<file path="src/kdb_pkg.sv">
package kdb_pkg;
  // Geometry
  localparam int KDB_PINS = 12;
  localparam int KDB_GENS = 5;
  localparam int KDB_DEB_W = 6;
  localparam int KDB_SEL_W = 4;
  // Tick prescaler: 1 ms at 50 MHz
  localparam int KDB_CLK_HZ = 50000000;
  localparam int KDB_TICK_MS = 1;
  localparam int KDB_TICK_CYC = KDB_CLK_HZ / 1000 * KDB_TICK_MS;
  // Register byte addresses (4 * register index)
  localparam logic [7:0] KDB_A_DEBOUNCE = 8'h00;
  localparam logic [7:0] KDB_A_SCAN_CTRL = 8'h04;
  localparam logic [7:0] KDB_A_SCAN_PINEN = 8'h08;
  localparam logic [7:0] KDB_A_GEN_CTRL = 8'h0C;
  localparam logic [7:0] KDB_A_GEN_SEL = 8'h10;
  localparam logic [7:0] KDB_A_IRQ_STAT = 8'h14;
  localparam logic [7:0] KDB_A_IRQ_CLR = 8'h18;
  localparam logic [7:0] KDB_A_IRQ_EN = 8'h1C;
  localparam logic [7:0] KDB_A_PINS = 8'h20;
  // Debounce register fields
  localparam int KDB_F_DEB_SCAN_EN = 6;
  localparam int KDB_F_DEB_GEN_EN = 8;
  // Scan control fields
  localparam int KDB_F_SCAN_LEVEL = 0;
  localparam int KDB_F_SCAN_REL = 1;
  localparam int KDB_F_SCAN_RPT = 8;
  // Generator control: polarity at [4:0], edge mode at [12:8]
  localparam int KDB_F_GEN_EDGE = 8;
  // Status bit of the scanner event
  localparam int KDB_F_ST_SCAN = 5;
  // Reset values
  localparam logic [31:0] KDB_RST_ZERO = 32'h0000_0000;
endpackage

</file>
<file path="src/kdb_gen.sv">
`timescale 1ns/1ps
// One pin-event generator with debounce and edge/level mode
module kdb_gen
  import kdb_pkg::*;
(
  // Clock and reset
  input wire logic clk,
  input wire logic rst,
  // Control
  input wire logic tick,
  input wire logic pinIn,
  input wire logic polarity,
  input wire logic debEn,
  input wire logic edgeMode,
  input wire logic [KDB_DEB_W-1:0] debTime,
  input wire logic flagClear,
  // Event to the sticky flag
  output logic fire
);
  typedef enum logic [3:0] {
    G_IDLE = 4'b0001,
    G_DEB = 4'b0010,
    G_HELD = 4'b0100,
    G_WREL = 4'b1000
  } kdb_gst_e;

  kdb_gst_e st_r, st_nxt; // State
  logic [KDB_DEB_W-1:0] cnt_r, cnt_nxt; // Debounce count
  logic prev_r; // Previous active-level sample
  logic hit; // Input at active level
  logic rise; // Active edge

  assign hit = pinIn ^ polarity;
  assign rise = hit & ~prev_r;

  // Next state
  always_comb
  begin
    st_nxt = st_r;
    cnt_nxt = cnt_r;
    fire = 1'b0;
    unique case (st_r)
      G_IDLE:
      begin
        // Edge starts debounce; level mode restarts on held level
        if (rise || (!edgeMode && hit))
        begin
          if (!debEn || debTime == '0)
          begin
            fire = 1'b1;
            st_nxt = G_HELD;
          end
          else
          begin
            cnt_nxt = debTime;
            st_nxt = G_DEB;
          end
        end
      end
      G_DEB:
      begin
        if (!hit)
          st_nxt = G_IDLE; // Bounce aborts
        else if (tick)
        begin
          if (cnt_r == 6'(1))
          begin
            fire = 1'b1;
            st_nxt = G_HELD;
          end
          cnt_nxt = cnt_r - 6'(1);
        end
      end
      G_HELD:
      begin
        // Wait for software to clear the flag
        if (flagClear)
          st_nxt = edgeMode ? G_WREL : G_IDLE;
      end
      G_WREL:
      begin
        if (!hit)
          st_nxt = G_IDLE;
      end
    endcase
  end

  // Register state
  always_ff @(posedge clk or posedge rst)
  begin
    if (rst)
    begin
      st_r <= G_IDLE;
      cnt_r <= '0;
      prev_r <= 1'b1; // No edge right after reset
    end
    else
    begin
      st_r <= st_nxt;
      cnt_r <= cnt_nxt;
      prev_r <= hit;
    end
  end

  // Edge mode parks in wait-for-release after a clear, with no new event
  property p_gen_wrel;
    @(posedge clk) disable iff (rst) (st_r == G_HELD && flagClear && edgeMode) |=> (st_r == G_WREL && !fire);
  endproperty
  a_gen_wrel: assert property (p_gen_wrel) else $error("edge mode did not wait for release");
  // An event only leaves while the input is still at its active level
  property p_gen_hit;
    @(posedge clk) disable iff (rst) fire |-> hit;
  endproperty
  a_gen_hit: assert property (p_gen_hit) else $error("generator fired with input inactive");
endmodule

</file>
<file path="src/kdb_tick.sv">
`timescale 1ns/1ps
// Free-running prescaler making one-cycle 1 ms tick
module kdb_tick
  import kdb_pkg::*;
#(
  parameter int CYCLES = KDB_TICK_CYC
)
(
  // Clock and reset
  input wire logic clk,
  input wire logic rst,
  // Tick out
  output logic tick
);
  logic [31:0] cnt_r; // Cycle count
  logic [31:0] cnt_nxt;

  // Next count wraps at end of period
  always_comb
  begin
    cnt_nxt = (cnt_r == 32'(CYCLES - 1)) ? 32'h0000_0000 : cnt_r + 32'h0000_0001;
  end

  // Register count
  always_ff @(posedge clk or posedge rst)
  begin
    if (rst)
      cnt_r <= KDB_RST_ZERO;
    else
      cnt_r <= cnt_nxt;
  end

  assign tick = (cnt_r == 32'(CYCLES - 1));
endmodule

</file>
<file path="src/kdb_top.sv">
// Operation
// - Scan falling edge on enabled pin hits
// - Hit loads debounce, counts 1 ms ticks
// - Still held: reload repeat, interrupt each expiry
// - Release with reporting: debounce then interrupt
// - Debounce bypass; repeat zero stops repeats
// - Debounce time 0 to 63 ms
// - Programmable scan level and release enable
// - Per-pin scan enable; others ignored
// - Five generators, each selects one pin
// - Polarity zero: rising edge hits
// - Generator debounces, fires if still hit
// - Per-generator debounce bypass
// - Flag holds until its clear bit written
// - Edge mode waits for release after clear
`timescale 1ns/1ps
module kdb_top
  import kdb_pkg::*;
#(
  parameter int TICK_CYC = KDB_TICK_CYC,
  parameter int PINS = KDB_PINS
)
(
  // Clock and reset
  input wire logic clk,
  input wire logic rst,
  // Port pins
  input wire logic [PINS-1:0] pinIn,
  // Register port
  input wire logic [7:0] regAddr,
  input wire logic [31:0] regWdata,
  input wire logic regWr,
  input wire logic regRd,
  output logic [31:0] regRdata,
  // Interrupts
  output logic [KDB_GENS-1:0] pinEventInterrupt,
  output logic scanInterrupt,
  output logic irq
);
  typedef enum logic [3:0] {
    S_IDLE = 4'b0001,
    S_PRESS = 4'b0010,
    S_REPEAT = 4'b0100,
    S_RELEASE = 4'b1000
  } kdb_sst_e;

  // Software registers
  logic [KDB_DEB_W-1:0] debounceTime_r, debounceTime_nxt;
  logic scanDebounceEnable_r, scanDebounceEnable_nxt;
  logic [KDB_GENS-1:0] pinEventDebounceEnable_r, pinEventDebounceEnable_nxt;
  logic scanActiveLevel_r, scanActiveLevel_nxt;
  logic releaseReportEnable_r, releaseReportEnable_nxt;
  logic [KDB_DEB_W-1:0] repeatTime_r, repeatTime_nxt;
  logic [PINS-1:0] scanPinEnable_r, scanPinEnable_nxt;
  logic [KDB_GENS-1:0] pinEventPolarity_r, pinEventPolarity_nxt;
  logic [KDB_GENS-1:0] edgeModeSelect_r, edgeModeSelect_nxt;
  logic [KDB_SEL_W*KDB_GENS-1:0] pinEventInputSelect_r, pinEventInputSelect_nxt;
  logic [KDB_GENS:0] stat_r, stat_nxt; // Sticky flags
  logic [KDB_GENS:0] irqEn_r, irqEn_nxt;
  logic [31:0] rdata_r, rdata_nxt;
  logic [KDB_GENS:0] clrBits; // Write-one-to-clear pulse
  logic [KDB_GENS:0] events;
  logic tick;

  // Scanner state
  kdb_sst_e sst_r, sst_nxt;
  logic [KDB_DEB_W-1:0] scnt_r, scnt_nxt;
  logic [PINS-1:0] pinPrev_r;
  logic [PINS-1:0] scanLvl;
  logic keyHit, keyFall, scanEvt;

  // Shared 1 ms tick
  kdb_tick #(.CYCLES(TICK_CYC)) u_tick (
    .clk(clk),
    .rst(rst),
    .tick(tick)
  );

  // Scan level: pressed means pin equals active level
  assign scanLvl = scanActiveLevel_r ? pinIn : ~pinIn;
  assign keyHit = |(scanLvl & scanPinEnable_r);
  // Pressed edge on an enabled pin
  assign keyFall = |(scanLvl & ~(scanActiveLevel_r ? pinPrev_r : ~pinPrev_r) & scanPinEnable_r);

  // Generators, one per interrupt line
  genvar g;
  generate
    for (g = 0; g < KDB_GENS; g++)
    begin : gen_ev
      logic [KDB_SEL_W-1:0] sel;
      logic selPin;
      assign sel = pinEventInputSelect_r[g*KDB_SEL_W +: KDB_SEL_W];
      assign selPin = (int'(sel) < PINS) ? pinIn[sel] : 1'b0;
      kdb_gen u_gen (
        .clk(clk),
        .rst(rst),
        .tick(tick),
        .pinIn(selPin),
        .polarity(pinEventPolarity_r[g]),
        .debEn(pinEventDebounceEnable_r[g]),
        .edgeMode(edgeModeSelect_r[g]),
        .debTime(debounceTime_r),
        .flagClear(clrBits[g]),
        .fire(events[g])
      );
    end
  endgenerate

  // Scanner next state
  always_comb
  begin
    sst_nxt = sst_r;
    scnt_nxt = scnt_r;
    scanEvt = 1'b0;
    unique case (sst_r)
      S_IDLE:
      begin
        if (keyFall)
        begin
          // Bypass when debounce disabled
          if (!scanDebounceEnable_r || debounceTime_r == '0)
          begin
            scanEvt = 1'b1;
            scnt_nxt = repeatTime_r;
            sst_nxt = S_REPEAT;
          end
          else
          begin
            scnt_nxt = debounceTime_r;
            sst_nxt = S_PRESS;
          end
        end
      end
      S_PRESS:
      begin
        if (tick && scnt_r != '0)
          scnt_nxt = scnt_r - 6'(1);
        if (tick && scnt_r == 6'(1))
        begin
          if (keyHit)
          begin
            scanEvt = 1'b1;
            scnt_nxt = repeatTime_r;
            sst_nxt = S_REPEAT;
          end
          else
            sst_nxt = S_IDLE; // Bounce, no press
        end
      end
      S_REPEAT:
      begin
        if (!keyHit)
        begin
          if (releaseReportEnable_r)
          begin
            if (!scanDebounceEnable_r || debounceTime_r == '0)
            begin
              scanEvt = 1'b1;
              sst_nxt = S_IDLE;
            end
            else
            begin
              scnt_nxt = debounceTime_r;
              sst_nxt = S_RELEASE;
            end
          end
          else
            sst_nxt = S_IDLE;
        end
        else if (tick && repeatTime_r != '0)
        begin
          if (scnt_r <= 6'(1))
          begin
            scanEvt = 1'b1;
            scnt_nxt = repeatTime_r;
          end
          else
            scnt_nxt = scnt_r - 6'(1);
        end
      end
      S_RELEASE:
      begin
        if (tick)
        begin
          scnt_nxt = scnt_r - 6'(1);
          if (scnt_r == 6'(1))
          begin
            scanEvt = 1'b1;
            sst_nxt = S_IDLE;
          end
        end
      end
    endcase
  end

  assign events[KDB_F_ST_SCAN] = scanEvt;

  // Register writes, flags and read data
  always_comb
  begin
    debounceTime_nxt = debounceTime_r;
    scanDebounceEnable_nxt = scanDebounceEnable_r;
    pinEventDebounceEnable_nxt = pinEventDebounceEnable_r;
    scanActiveLevel_nxt = scanActiveLevel_r;
    releaseReportEnable_nxt = releaseReportEnable_r;
    repeatTime_nxt = repeatTime_r;
    scanPinEnable_nxt = scanPinEnable_r;
    pinEventPolarity_nxt = pinEventPolarity_r;
    edgeModeSelect_nxt = edgeModeSelect_r;
    pinEventInputSelect_nxt = pinEventInputSelect_r;
    irqEn_nxt = irqEn_r;
    clrBits = '0;
    rdata_nxt = 32'h0000_0000;
    if (regWr)
    begin
      unique case (regAddr)
        KDB_A_DEBOUNCE:
        begin
          debounceTime_nxt = regWdata[KDB_DEB_W-1:0];
          scanDebounceEnable_nxt = regWdata[KDB_F_DEB_SCAN_EN];
          pinEventDebounceEnable_nxt = regWdata[KDB_F_DEB_GEN_EN +: KDB_GENS];
        end
        KDB_A_SCAN_CTRL:
        begin
          scanActiveLevel_nxt = regWdata[KDB_F_SCAN_LEVEL];
          releaseReportEnable_nxt = regWdata[KDB_F_SCAN_REL];
          repeatTime_nxt = regWdata[KDB_F_SCAN_RPT +: KDB_DEB_W];
        end
        KDB_A_SCAN_PINEN: scanPinEnable_nxt = regWdata[PINS-1:0];
        KDB_A_GEN_CTRL:
        begin
          pinEventPolarity_nxt = regWdata[KDB_GENS-1:0];
          edgeModeSelect_nxt = regWdata[KDB_F_GEN_EDGE +: KDB_GENS];
        end
        KDB_A_GEN_SEL: pinEventInputSelect_nxt = regWdata[KDB_SEL_W*KDB_GENS-1:0];
        KDB_A_IRQ_CLR: clrBits = regWdata[KDB_GENS:0];
        KDB_A_IRQ_EN: irqEn_nxt = regWdata[KDB_GENS:0];
        default: ;
      endcase
    end
    // Set wins over clear; only addressed flags clear
    stat_nxt = (stat_r & ~clrBits) | events;
    if (regRd)
    begin
      unique case (regAddr)
        KDB_A_DEBOUNCE: rdata_nxt = {19'h0, pinEventDebounceEnable_r, 1'b0, scanDebounceEnable_r, debounceTime_r};
        KDB_A_SCAN_CTRL: rdata_nxt = {18'h0, repeatTime_r, 6'h0, releaseReportEnable_r, scanActiveLevel_r};
        KDB_A_SCAN_PINEN: rdata_nxt = 32'(scanPinEnable_r);
        KDB_A_GEN_CTRL: rdata_nxt = {19'h0, edgeModeSelect_r, 3'h0, pinEventPolarity_r};
        KDB_A_GEN_SEL: rdata_nxt = 32'(pinEventInputSelect_r);
        KDB_A_IRQ_STAT: rdata_nxt = 32'(stat_r);
        KDB_A_IRQ_EN: rdata_nxt = 32'(irqEn_r);
        KDB_A_PINS: rdata_nxt = 32'(pinIn);
        default: rdata_nxt = 32'h0000_0000;
      endcase
    end
  end

  // Register everything
  always_ff @(posedge clk or posedge rst)
  begin
    if (rst)
    begin
      debounceTime_r <= '0;
      scanDebounceEnable_r <= 1'b0;
      pinEventDebounceEnable_r <= '0;
      scanActiveLevel_r <= 1'b0;
      releaseReportEnable_r <= 1'b0;
      repeatTime_r <= '0;
      scanPinEnable_r <= '0;
      pinEventPolarity_r <= '0;
      edgeModeSelect_r <= '0;
      pinEventInputSelect_r <= '0;
      stat_r <= '0;
      irqEn_r <= '0;
      rdata_r <= KDB_RST_ZERO;
      sst_r <= S_IDLE;
      scnt_r <= '0;
      pinPrev_r <= '1;
    end
    else
    begin
      debounceTime_r <= debounceTime_nxt;
      scanDebounceEnable_r <= scanDebounceEnable_nxt;
      pinEventDebounceEnable_r <= pinEventDebounceEnable_nxt;
      scanActiveLevel_r <= scanActiveLevel_nxt;
      releaseReportEnable_r <= releaseReportEnable_nxt;
      repeatTime_r <= repeatTime_nxt;
      scanPinEnable_r <= scanPinEnable_nxt;
      pinEventPolarity_r <= pinEventPolarity_nxt;
      edgeModeSelect_r <= edgeModeSelect_nxt;
      pinEventInputSelect_r <= pinEventInputSelect_nxt;
      stat_r <= stat_nxt;
      irqEn_r <= irqEn_nxt;
      rdata_r <= rdata_nxt;
      sst_r <= sst_nxt;
      scnt_r <= scnt_nxt;
      pinPrev_r <= pinIn;
    end
  end

  // Outputs from read data and flags
  assign regRdata = rdata_r;
  assign pinEventInterrupt = stat_r[KDB_GENS-1:0];
  assign scanInterrupt = stat_r[KDB_F_ST_SCAN];
  assign irq = |(stat_r & irqEn_r);

  property p_sc_load;
    @(posedge clk) disable iff (rst) (sst_r == S_IDLE && keyFall && scanDebounceEnable_r && debounceTime_r != '0)
      |=> (sst_r == S_PRESS && scnt_r == $past(debounceTime_r));
  endproperty
  a_sc_load: assert property (p_sc_load) else $error("scanner did not load debounce time");
  property p_sc_hit;
    @(posedge clk) disable iff (rst) (sst_r == S_IDLE && scanPinEnable_r == '0) |=> (sst_r == S_IDLE);
  endproperty
  a_sc_hit: assert property (p_sc_hit) else $error("scanner left idle with no pin enabled");
  property p_sc_norpt;
    @(posedge clk) disable iff (rst) (sst_r == S_REPEAT && keyHit && repeatTime_r == '0) |-> !scanEvt;
  endproperty
  a_sc_norpt: assert property (p_sc_norpt) else $error("repeat fired with zero interval");
  property p_sc_rel;
    @(posedge clk) disable iff (rst) (sst_r == S_REPEAT && !keyHit && !releaseReportEnable_r)
      |=> (sst_r == S_IDLE && !$past(scanEvt));
  endproperty
  a_sc_rel: assert property (p_sc_rel) else $error("release reported while disabled");
  property p_st_hold;
    @(posedge clk) disable iff (rst) (stat_r[0] && !(regWr && regAddr == KDB_A_IRQ_CLR && regWdata[0]))
      |=> stat_r[0];
  endproperty
  a_st_hold: assert property (p_st_hold) else $error("flag dropped without its clear");
  property p_st_set;
    @(posedge clk) disable iff (rst) events[1] |=> stat_r[1];
  endproperty
  a_st_set: assert property (p_st_set) else $error("event lost");
endmodule

</file>
<file path="config.mk">
export PLATFORM = sky130hd
export DESIGN_NAME = kdb_top
export DESIGN_NICKNAME = d
export VERILOG_FILES = /design/src/kdb_pkg.sv /design/src/kdb_gen.sv /design/src/kdb_tick.sv /design/src/kdb_top.sv
export SDC_FILE = /design/constraint.sdc
export NUM_CORES = 1
export LEC_CHECK = 0
export ABC_AREA = 0
export BUFFER_PORTS_ARGS = -buffer_cell sky130_fd_sc_hd__buf_2
export CAP_MARGIN = 40
export CORE_AREA = 5 5 159 161
export DETAILED_ROUTE_END_ITERATION = 10
export DIE_AREA = 0 0 164 166
export PLACE_DENSITY = 0.73
export RECOVER_POWER = 50
export SETUP_SLACK_MARGIN = 0.3
export SLEW_MARGIN = 20
export SYNTH_ARGS = -nofsm -noshare
export SYNTH_HDL_FRONTEND = slang
export SYNTH_SLANG_ARGS = --single-unit
</file>
<file path="constraint.sdc">
create_clock -name clk -period 6.8 [get_ports clk]
set_input_delay 1.02 -clock clk [delete_from_list [all_inputs] [get_ports clk]]
set_output_delay 1.02 -clock clk [all_outputs]
set_load 0.05 [all_outputs]
</file>
## Word level (Yosys, flattened, before mapping)

Cells that the tools add are included.

| word-level totals | value |
|---|---|
| bits in registers | 215 |
| bits of input ports | 56 |
| output and inout port bits | 39 |
| logic and storage cells | 377 |

| cells by class | value |
|---|---|
| $add $sub $neg | 7 |
| order comparisons | 11 |
| equal/unequal tests | 87 |
| multiplexer cells | 155 |
| bitwise gates (word level) | 25 |
| reduce and logical (&&, ||, !) cells | 60 |

Operators with widths:

| kind | count |
|---|---|
| 6-bit two-way mux | 33 |
| 4-bit two-way mux | 42 |
| 20-bit one-hot mux with 8 select lines | 1 |
| 4-bit one-hot mux with 4 select lines | 6 |
| 6-bit one-hot mux with 2 select lines | 5 |
| 5-bit AND reduction | 12 |
| 2-bit inequality test, second input constant | 25 |
| 1-bit two-way mux | 45 |
| 3-bit inequality test, second input constant | 13 |
| 12-bit bitwise AND | 3 |
| 6-bit by 1-bit == test with 1-bit output, second input constant | 6 |
| 12-bit inverter | 3 |
| 6-bit by 1-bit subtractor with 6-bit output, second input constant | 6 |
| 32-bit by 1-bit adder with 32-bit output, second input constant | 1 |
| 32-bit by 16-bit == test with 1-bit output, second input constant | 1 |
| 8-bit by 5-bit == test with 1-bit output, second input constant | 4 |
| 32-bit two-way mux | 1 |
| 4-bit by 5-bit less-than comparator with 1-bit output, second input constant | 5 |
| 4-bit by 1-bit == test with 1-bit output, second input constant | 6 |
| 4-bit by 2-bit == test with 1-bit output, second input constant | 6 |
| 4-bit by 3-bit == test with 1-bit output, second input constant | 6 |
| 4-bit == test, second input constant | 6 |
| 12-bit two-way mux | 2 |
| 6-bit one-hot mux with 4 select lines | 1 |
| 27 further kinds | 106 |

## Longest topological paths before layout

Gate-level depths: netlist of the first run.

| depth | value |
|---|---|
| depth after elaboration | 9 |
| gate-level depth with buffers | 11 |
| mapped depth without buffers | 10 |

## Modules after synthesis

Synthesis of the first run repeated with hierarchy kept, for this count alone.

| unflattened totals | value |
|---|---|
| cells, all modules | 1184 |
| area, all modules | 12228.0 um^2 |

Modules (own cells, without submodules):

| module | times used | cells an instance | area each (um^2) | sequential area each (um^2) |
|---|---|---|---|---|
| kdb_top | 1 | 583 | 6446.2 | 2919.0 |
| kdb_gen | 5 | 92 | 850.8 | 277.8 |
| kdb_tick | 1 | 141 | 1527.7 | 800.8 |

## Worst setup path after synthesis of the first run

No wires, ideal clock.

| timing path | value |
|---|---|
| path type | input-to-reg |
| start point | input port pinIn[6] |
| end point | register scnt_r[2] |
| setup time | 121 ps |
| arrival time | 3087 ps |
| required time | 6679 ps |
| setup slack | 3592 ps |
| cell stages on the path | 9 |
| buffers on the path | 1 |
| cells stage by stage | buf_4 -> nand2b_1 -> o2111ai_1 -> or4_4 -> a21o_2 -> mux2_4 -> a211o_4 -> a31o_1 -> a22o_1 |

| between the ends | value |
|---|---|
| cells in the longest elaborated chain, start to end | 7 |
| elaborated cells between the ends (all ways) | 16 |
| classes of those cells | eq/ne (4); mux (5); bitwise (4); reduce/logical (3) |

RTL lines:

| what | line | RTL |
|---|---|---|
| from (decl) | kdb_top.sv:28 | `input wire logic [PINS-1:0] pinIn,` |
| 12-bit inverter | kdb_top.sv:80 | `assign scanLvl = scanActiveLevel_r ? pinIn : ~pinIn;` |
| 12-bit two-way mux * | kdb_top.sv:80 |  |
| 12-bit bitwise AND (on tied branches) | kdb_top.sv:81, kdb_top.sv:83 |  |
| 12-bit OR reduction or 12-bit bitwise AND (tied branches) | kdb_top.sv:81, kdb_top.sv:83 |  |
| 6-bit two-way mux or 12-bit OR reduction (tied branches) | kdb_top.sv:140, kdb_top.sv:83 |  |
| 6-bit two-way mux or 2-bit inequality test (tied branches) | - |  |
| 6-bit one-hot mux with 4 select lines or 5-bit AND reduction (tied branches) | - |  |
| to (signal assigned) | kdb_top.sv:297 | `scnt_r <= scnt_nxt;` |
| to (decl) | kdb_top.sv:67 | `logic [KDB_DEB_W-1:0] scnt_r, scnt_nxt;` |

Every way passes the cells marked *; elsewhere a longest branch is shown, timed or not.
A chain may end at the register's enable or synchronous reset.

## Final worst setup path of the first run

| timing path | value |
|---|---|
| start point | register u_tick.cnt_r[0] |
| end point | register gen_ev[0].u_gen.cnt_r[3] |

| between the ends | value |
|---|---|
| cells in the longest elaborated chain, start to end | 3 |

RTL lines:

| what | line | RTL |
|---|---|---|
| from (decl) | kdb_tick.sv:15 | `logic [31:0] cnt_r;` |
| from (signal assigned) | kdb_tick.sv:30 | `cnt_r <= cnt_nxt;` |
| 32-bit by 16-bit == test with 1-bit output | kdb_tick.sv:33 | `assign tick = (cnt_r == 32'(CYCLES - 1));` |
| 2-bit inequality test (no source line) | - |  |
| 5-bit AND reduction (no source line) | - |  |
| to (signal assigned) | kdb_gen.sv:100 | `cnt_r <= cnt_nxt;` |
| to (decl) | kdb_gen.sv:28 | `logic [KDB_DEB_W-1:0] cnt_r, cnt_nxt;` |

Every way passes these cells.

==> results.cfg, run 1 <==
[outcome]
status = complete, but fails checks
violations = capacitance limit, slew limit

[critical_path]
r2r_cells = 10
path_buf_inv = 1
end_kind = flip-flop
r2r-start = u_tick.cnt_r[0]$_DFF_PP0_
worst-path-max-fanout = 28
worst_path_max_delay_cell = clkbuf_1
critPathMaxStageDelay_ns = 1.12
critical_path_class = reg -> reg
cp_top_family = simple AND/OR/NAND/NOR gates
worstSetupStartpointType = flip-flop
path_common_cell = o21ai_0
cp.required_ns = 7.20
r2r-end = gen_ev[0].u_gen.cnt_r[3]$_DFFE_PP0P_
rrSetupSlack_ns = 2.86
cp_cell_sequence = ha_1 > and3_1 > nand3_1 > nor4_4 > clkbuf_1 > and3b_1 > o21ai_0 > nor2_1 > o21ai_0 > a22o_1
cp.arrival_ns = 4.34

[finish]
instances_no_fill = 1577
fin_nets = 1307
antennaDiodeCount = 0
fin_util = 0.545
final_common_cell = dfrtp_1
n_fill_cell = 2138
design_area_sq_um = 13000
final_cell_mix = dfrtp_1, nand2_1, nor2_1
drive_above_1_share = 0.179
syn_to_final_growth_pct = 11.6

[global_routing]
grt_use_total = 0.231
grt_pass1_vias = 9279
antenna_found_initial = 0
grt_max_degree = 158
grt_first_pass_wirelength_microns = 50800
overflow = 0

[route]
wire_per_inst_microns = 20.3
via_per_inst = 6.16
drc = 0
vias = 9707
drt_iter0_markers = 974
ant_nets = 0
routed_wl_microns = 32000
first_pass_iters = 8

[floorplanning]
num_rows = 57
start_util = 0.488
coreArea_sq_um = 23800
io_pins = 95
die-height_microns = 166
die_width_microns = 164
dieArea_sq_um = 27200

[place]
dpl.cell_count = 1534
place_hpwl_microns = 21700
io_buffers = 70
place.gp.congestion = 0.944
place_ws_ns = 2.95
place_area_sq_um = 12200

[synthesis]
synth_compound_area_frac = 0.149
synthAdderAreaFrac = 0.0151
synth-simple-area-share = 0.189
syn_area_per_cell_sq_um = 9.81
synth_seq_area_share = 0.439
synth_edf_count = 0
synth_ff_type = dfrtp_1
synth_area_sq_um = 11600
ys_seq_elements = 203
ys_types = 80
async_flop_share = 1.00
synth_mux_area_frac = 0.130
synthXorXnorAreaFrac = 0.0383
yosys_warnings = 0
synth_top_family_by_area = simple AND/OR/NAND/NOR gates
synth_cells = 1186

[cts]
clockBufferDepth = 3
cts_buffers = 22
clk_latency_ns = 0.51
cts_tree = done
hold_buffers = 0
cts.sinks = 203
cts-root-buf = clkbuf_16
postCtsSetupRepairBufs = 0
ctsHtreeMaxLevel = 1
clk_pin_slew_worst_paths_ns = 0.06
post_cts_resized = 0

[sta]
whs_ns = 0.485
max_clock_freq_mhz = 254
rsz0062_at_grt = false
tightest_slew_ns = 2.49
hold_viol_final = 0
maxSlewViolCount = 75
tns_ns = 0
fin_crit_sh = 0.580
finalClockSkew_ns = 0.0118
fin_ws_ns = 2.86
period_minus_slack_ns = 3.94
slew_headroom = -0.662
final-setup-viol-count = 0

[power]
powerDensity_nw_per_um2 = 288
intPower_mw = 2.50
pwr-share-clk = 0.344
p_sw_frac = 0.332
switchingPower_mw = 1.24
ir_drop_mv = 0.231
p_leak_nw = 5.52
power_frac_comb = 0.254
total_power_mw = 3.74
seq_power_share = 0.401

[worst_hold_path]
worstHoldStart = u_tick.cnt_r[31]$_DFF_PP0_
whs_endpoint = u_tick.cnt_r[31]$_DFF_PP0_
min_path_cells = 1
hold_class = reg -> reg

[job]
maxCapViolCount = 2
==> layer usage <==
| metal | track usage | wire length (microns) |
|---|---|---|
| met5 | 0 | 0 |
| met4 | 0.0700 | 983 |
| met2 | 0.360 | 14800 |
| met3 | 0.0400 | 2690 |
| met1 | 0.333 | 13500 |
==> worst max-delay path by stage <==
| stage | start | to | cells after the start |
|---|---|---|---|
| 2_1_floorplan | rst | debounceTime_r[0]$_DFFE_PP0P_ | 1 |
| 3_3_place_gp | pinIn[11] | gen_ev[4].u_gen.cnt_r[4]$_DFFE_PP0P_ | 8 |
| 3_5_place_dp | pinIn[11] | gen_ev[4].u_gen.cnt_r[2]$_DFFE_PP0P_ | 9 |
| 4_1_cts | pinIn[11] | gen_ev[4].u_gen.cnt_r[2]$_DFFE_PP0P_ | 9 |
| 5_1_grt | u_tick.cnt_r[0]$_DFF_PP0_ | gen_ev[0].u_gen.cnt_r[3]$_DFFE_PP0P_ | 10 |
| 6_report | u_tick.cnt_r[0]$_DFF_PP0_ | gen_ev[0].u_gen.cnt_r[3]$_DFFE_PP0P_ | 10 |
==> cells in the mapped netlist, types with 23 or more instances <==
cell type,count,share of area
dfrtp_1,180,0.39
nand2_1,121,0.039
nor2_1,88,0.028
mux2_2,86,0.083
o21ai_0,86,0.037
a21oi_1,60,0.026
nand3_1,49,0.021
clkbuf_1,43,0.014
xnor2_1,33,0.025
nor3_1,30,0.013
inv_1,28,0.0090
dfstp_2,23,0.052
==> power groups by stage <==
stage / Sequential [mW] / Combinational (mW) / Clock, mW
2_1_floorplan: 1.49 / 0.702 / 0
3_3_place_gp: 1.51 / 0.913 / 0
3_5_place_dp: 1.52 / 0.925 / 0
4_1_cts: 1.50 / 0.932 / 1.31
5_1_grt: 1.52 / 1.04 / 1.36
6_report: 1.50 / 0.950 / 1.29
==> cell families (layout without fill, tap and decap cells) <==
logic type	Yosys count	in the layout
AOI/OAI and AO/OA	270	270
xor gates and xnor gates	50	50
DFF	203	203
and+or+nand+nor	430	430
other	1	12
adders and majority gates	14	14
muxes	119	119
buffers and inverters	99	155
==> layout make-up <==
class | instances | area [sq um] | area share
clock buffer | 33 | 673 | 0.0519
clock inverter | 7 | 115 | 0.00887
inverter | 28 | 109 | 0.00839
multi-input combinational | 895 | 6120 | 0.471
sequential | 203 | 5110 | 0.394
tap | 324 | 405 | 0.0312
timing repair buffer | 87 | 450 | 0.0347
==> flip-flops by register name, summed over array words and instances (netlist names), 12 cells and up <==
| name | flops |
|---|---|
| scanPinEnable_r | 12 |
| gen_ev.u_gen.cnt_r | 30 |
| pinPrev_r | 12 |
| u_tick.cnt_r | 32 |
| regRdata | 20 |
| gen_ev.u_gen.st_r | 20 |
| pinEventInputSelect_r | 20 |
Note: power is estimated with default switching activity, not from simulation.
==> inputs of run 2 (changes only) <==
--- a/config.mk
+++ b/config.mk
@@ -5,12 +5,12 @@
 export SDC_FILE = /design/constraint.sdc
 export NUM_CORES = 1
 export LEC_CHECK = 0
-export ABC_AREA = 0
+export ABC_AREA = 1
 export BUFFER_PORTS_ARGS = -buffer_cell sky130_fd_sc_hd__buf_2
 export CAP_MARGIN = 40
-export CORE_AREA = 5 5 159 161
+export CORE_AREA = 5 5 169 171
 export DETAILED_ROUTE_END_ITERATION = 10
-export DIE_AREA = 0 0 164 166
+export DIE_AREA = 0 0 174 176
 export PLACE_DENSITY = 0.73
 export RECOVER_POWER = 50
 export SETUP_SLACK_MARGIN = 0.3
==> constraint.sdc (replaced) <==
create_clock -name clk -period 3.21 [get_ports clk]
set_input_delay 0.4815 -clock clk [delete_from_list [all_inputs] [get_ports clk]]
set_output_delay 0.4815 -clock clk [all_outputs]
set_load 0.05 [all_outputs]
==> run 2 against run 1 <==
Compared with the run above: the flow still finishes with violations (capacitance limit, slew limit); via count increased by 36%; register-to-register slack got worse by 2.2 ns; cell count increased by 49%; critical endpoint is now gen_ev[0].u_gen.cnt_r[4]$_DFFE_PP0P_; total power increased by 110%; non-clock buffer count increased by 4; synthesized cell count increased by 62%; clock skew about the same; combinational power increased by 110%; worst hold slack got worse by 0.43 ns; clock power increased by 110%.
==> results.cfg, run 2 <==
[outcome]
status = complete, but fails checks
violations = capacitance limit, slew limit

[synthesis]
ys_types = 53
synth_seq_area_share = 0.388
yosysTopAreaCellShare = 0.343
synth_area_sq_um = 13200
synth_top_family_by_area = simple AND/OR/NAND/NOR gates
ys_seq_elements = 203
synth_compound_area_frac = 0.0907
synth_mux_area_frac = 0
synthAdderAreaFrac = 0.0133
synth-simple-area-share = 0.376
synth_edf_count = 0
syn_area_per_cell_sq_um = 6.85
yosys_warnings = 0
synthTopCellsByArea = dfrtp_1, nand2_1, nand3_1, inv_1, dfstp_2
synth_cells = 1919
synthXorXnorAreaFrac = 0.0286
yosys-top-cells-count = nand2_1, inv_1, nand3_1, dfrtp_1, nor2_1
yosys.area.top_type = dfrtp_1
synth_ff_type = dfrtp_1
async_flop_share = 1.00
yosysMostFrequentCell = nand2_1

[critical_path]
path_buf_inv = 2
cp.required_ns = 3.62
worst-path-max-fanout = 7
critPathMaxStageDelay_ns = 0.48
cp_cell_sequence = ha_1 > nand3_2 > inv_2 > nand2_1 > nor2_1 > nand2_1 > nand2_1 > nor3b_2 > nand2_1 > inv_2 > nand2_1 > nand2_1 > nand2_1
worstSetupStartpointType = flip-flop
cp_top_family = simple AND/OR/NAND/NOR gates
rrSetupSlack_ns = 0.61
cp.arrival_ns = 3.01
r2r-end = gen_ev[0].u_gen.cnt_r[4]$_DFFE_PP0P_
r2r-start = u_tick.cnt_r[0]$_DFF_PP0_
end_kind = flip-flop
critical_path_class = reg -> reg
worst_path_max_delay_cell = dfrtp_1
r2r_cells = 13
path_common_cell = nand2_1

[power]
total_power_mw = 7.75
ir_drop_mv = 0.461
p_leak_nw = 7.38
powerDensity_nw_per_um2 = 534

[floorplanning]
coreArea_sq_um = 26700
dieArea_sq_um = 30600
start_util = 0.492
die-height_microns = 176
num_rows = 60
io_pins = 95
die_width_microns = 174

[cts]
clockBufferDepth = 3
hold_buffers = 0
cts-root-buf = clkbuf_16
ctsHtreeMaxLevel = 1
cts_buffers = 24
cts.sinks = 203
cts_tree = done
clk_pin_slew_worst_paths_ns = 0.06
postCtsSetupRepairBufs = 0
post_cts_resized = 0
clk_latency_ns = 0.52

[global_routing]
grt_use_total = 0.251
grt_max_degree = 52
grt_pass1_vias = 12261
grt_first_pass_wirelength_microns = 63100
antenna_found_initial = 0
overflow = 0

[finish]
top_regs = u_tick.cnt_r: 32 flops, gen_ev.u_gen.cnt_r: 30 flops
antennaDiodeCount = 0
final_cell_mix = nand2_1, inv_1, nand3_1
n_fill_cell = 2577
syn_to_final_growth_pct = 10.4
final_common_cell = nand2_1
instances_no_fill = 2343
drive_above_1_share = 0.108
multi_input_area_sq_um = 6740
fin_nets = 2054
largest_reg_flops = 32
register_area_sq_um = 5110
largest-register = u_tick.cnt_r

[sta]
period_minus_slack_ns = 2.60
tightest_slew_ns = 1.79
final-setup-viol-count = 0
finalClockSkew_ns = 0.0113
maxSlewViolCount = 29
slew_headroom = -0.196
hold_viol_final = 0
rsz0062_at_grt = false
tns_ns = 0
fin_crit_sh = 0.810
max_clock_freq_mhz = 384

[worst_hold_path]
hold_class = in -> async

[route]
wire_per_inst_microns = 16.8
drt_iter0_markers = 1706
ant_nets = 0
drc = 0
first_pass_iters = 8
vias = 13171
routed_wl_microns = 39300
via_per_inst = 5.62

[job]
maxCapViolCount = 1

[place]
place_hpwl_microns = 28800
io_buffers = 70
place.gp.congestion = 0.998
dpl.cell_count = 2298
## run 2: logic make-up after synthesis
| kind of cell | count (synthesis) |
|---|---|
| buffers and inverters | 314 |
| other | 1 |
| adders and majority gates | 14 |
| and+or+nand+nor | 1129 |
| xor gates and xnor gates | 43 |
| DFF | 203 |
| AOI/OAI and AO/OA | 215 |
## run 2: per-stage QoR
step | hold WS (ns) | util | area [sq um] | worst slack [ns]
6_report | 0.0532 | 0.543 | 14500 | 0.609
4_1_cts | 0.0554 | 0.545 | 14600 | 0.651
2_1_floorplan | 0.442 | - | 13200 | 0.117
3_5_place_dp | 0.469 | 0.515 | 13800 | 0.662
3_3_place_gp | 0.455 | 0.515 | 13800 | 0.728
5_1_grt | 0.0577 | 0.543 | 14500 | 0.234
## run 2: worst min-delay path, delay by kind of cell
kind | cells | cell delay, ns
buffers and inverters | 3 | 0.46
## run 2: power by group
part	internal (mW)	total [mW]	switching [mW]
clock	1.62	2.71	1.09
sequential	2.84	3.09	0.254
combinational	0.599	1.95	1.35
total	5.05	7.75	2.70
## run 2: routing by layer
layer | vias to the layer above | wire [microns] | share of wire | global-route usage
li1 | 6283 | - | - | -
met1 | 6125 | 16700 | 0.42 | 0.351
met2 | 651 | 17100 | 0.44 | 0.390
met3 | 112 | 4040 | 0.10 | 0.0529
met5 | - | 0 | 0 | 0
met4 | 0 | 1470 | 0.037 | 0.0858
## run 2: layout make-up
class                      count  share of cell area
clock buffer                  34              0.0489
multi-input combinational   1413               0.464
clock inverter                10             0.00543
tap                          341              0.0294
timing repair buffer          91              0.0345
sequential                   203               0.352
inverter                     251              0.0655
## run 2: worst max-delay path by stage
stage / startpoint / to / slack, ns / cells past startpoint
2_1_floorplan: rst / debounceTime_r[0]$_DFFE_PP0P_ / 0.12 / 1
3_3_place_gp: u_tick.cnt_r[0]$_DFF_PP0_ / gen_ev[3].u_gen.cnt_r[0]$_DFFE_PP0P_ / 0.73 / 14
3_5_place_dp: u_tick.cnt_r[0]$_DFF_PP0_ / gen_ev[0].u_gen.cnt_r[4]$_DFFE_PP0P_ / 0.66 / 13
4_1_cts: u_tick.cnt_r[0]$_DFF_PP0_ / gen_ev[0].u_gen.cnt_r[2]$_DFFE_PP0P_ / 0.65 / 13
5_1_grt: rst / pinEventInputSelect_r[8]$_DFFE_PP0P_ / 0.23 / 4
6_report: u_tick.cnt_r[0]$_DFF_PP0_ / gen_ev[0].u_gen.cnt_r[4]$_DFFE_PP0P_ / 0.61 / 13
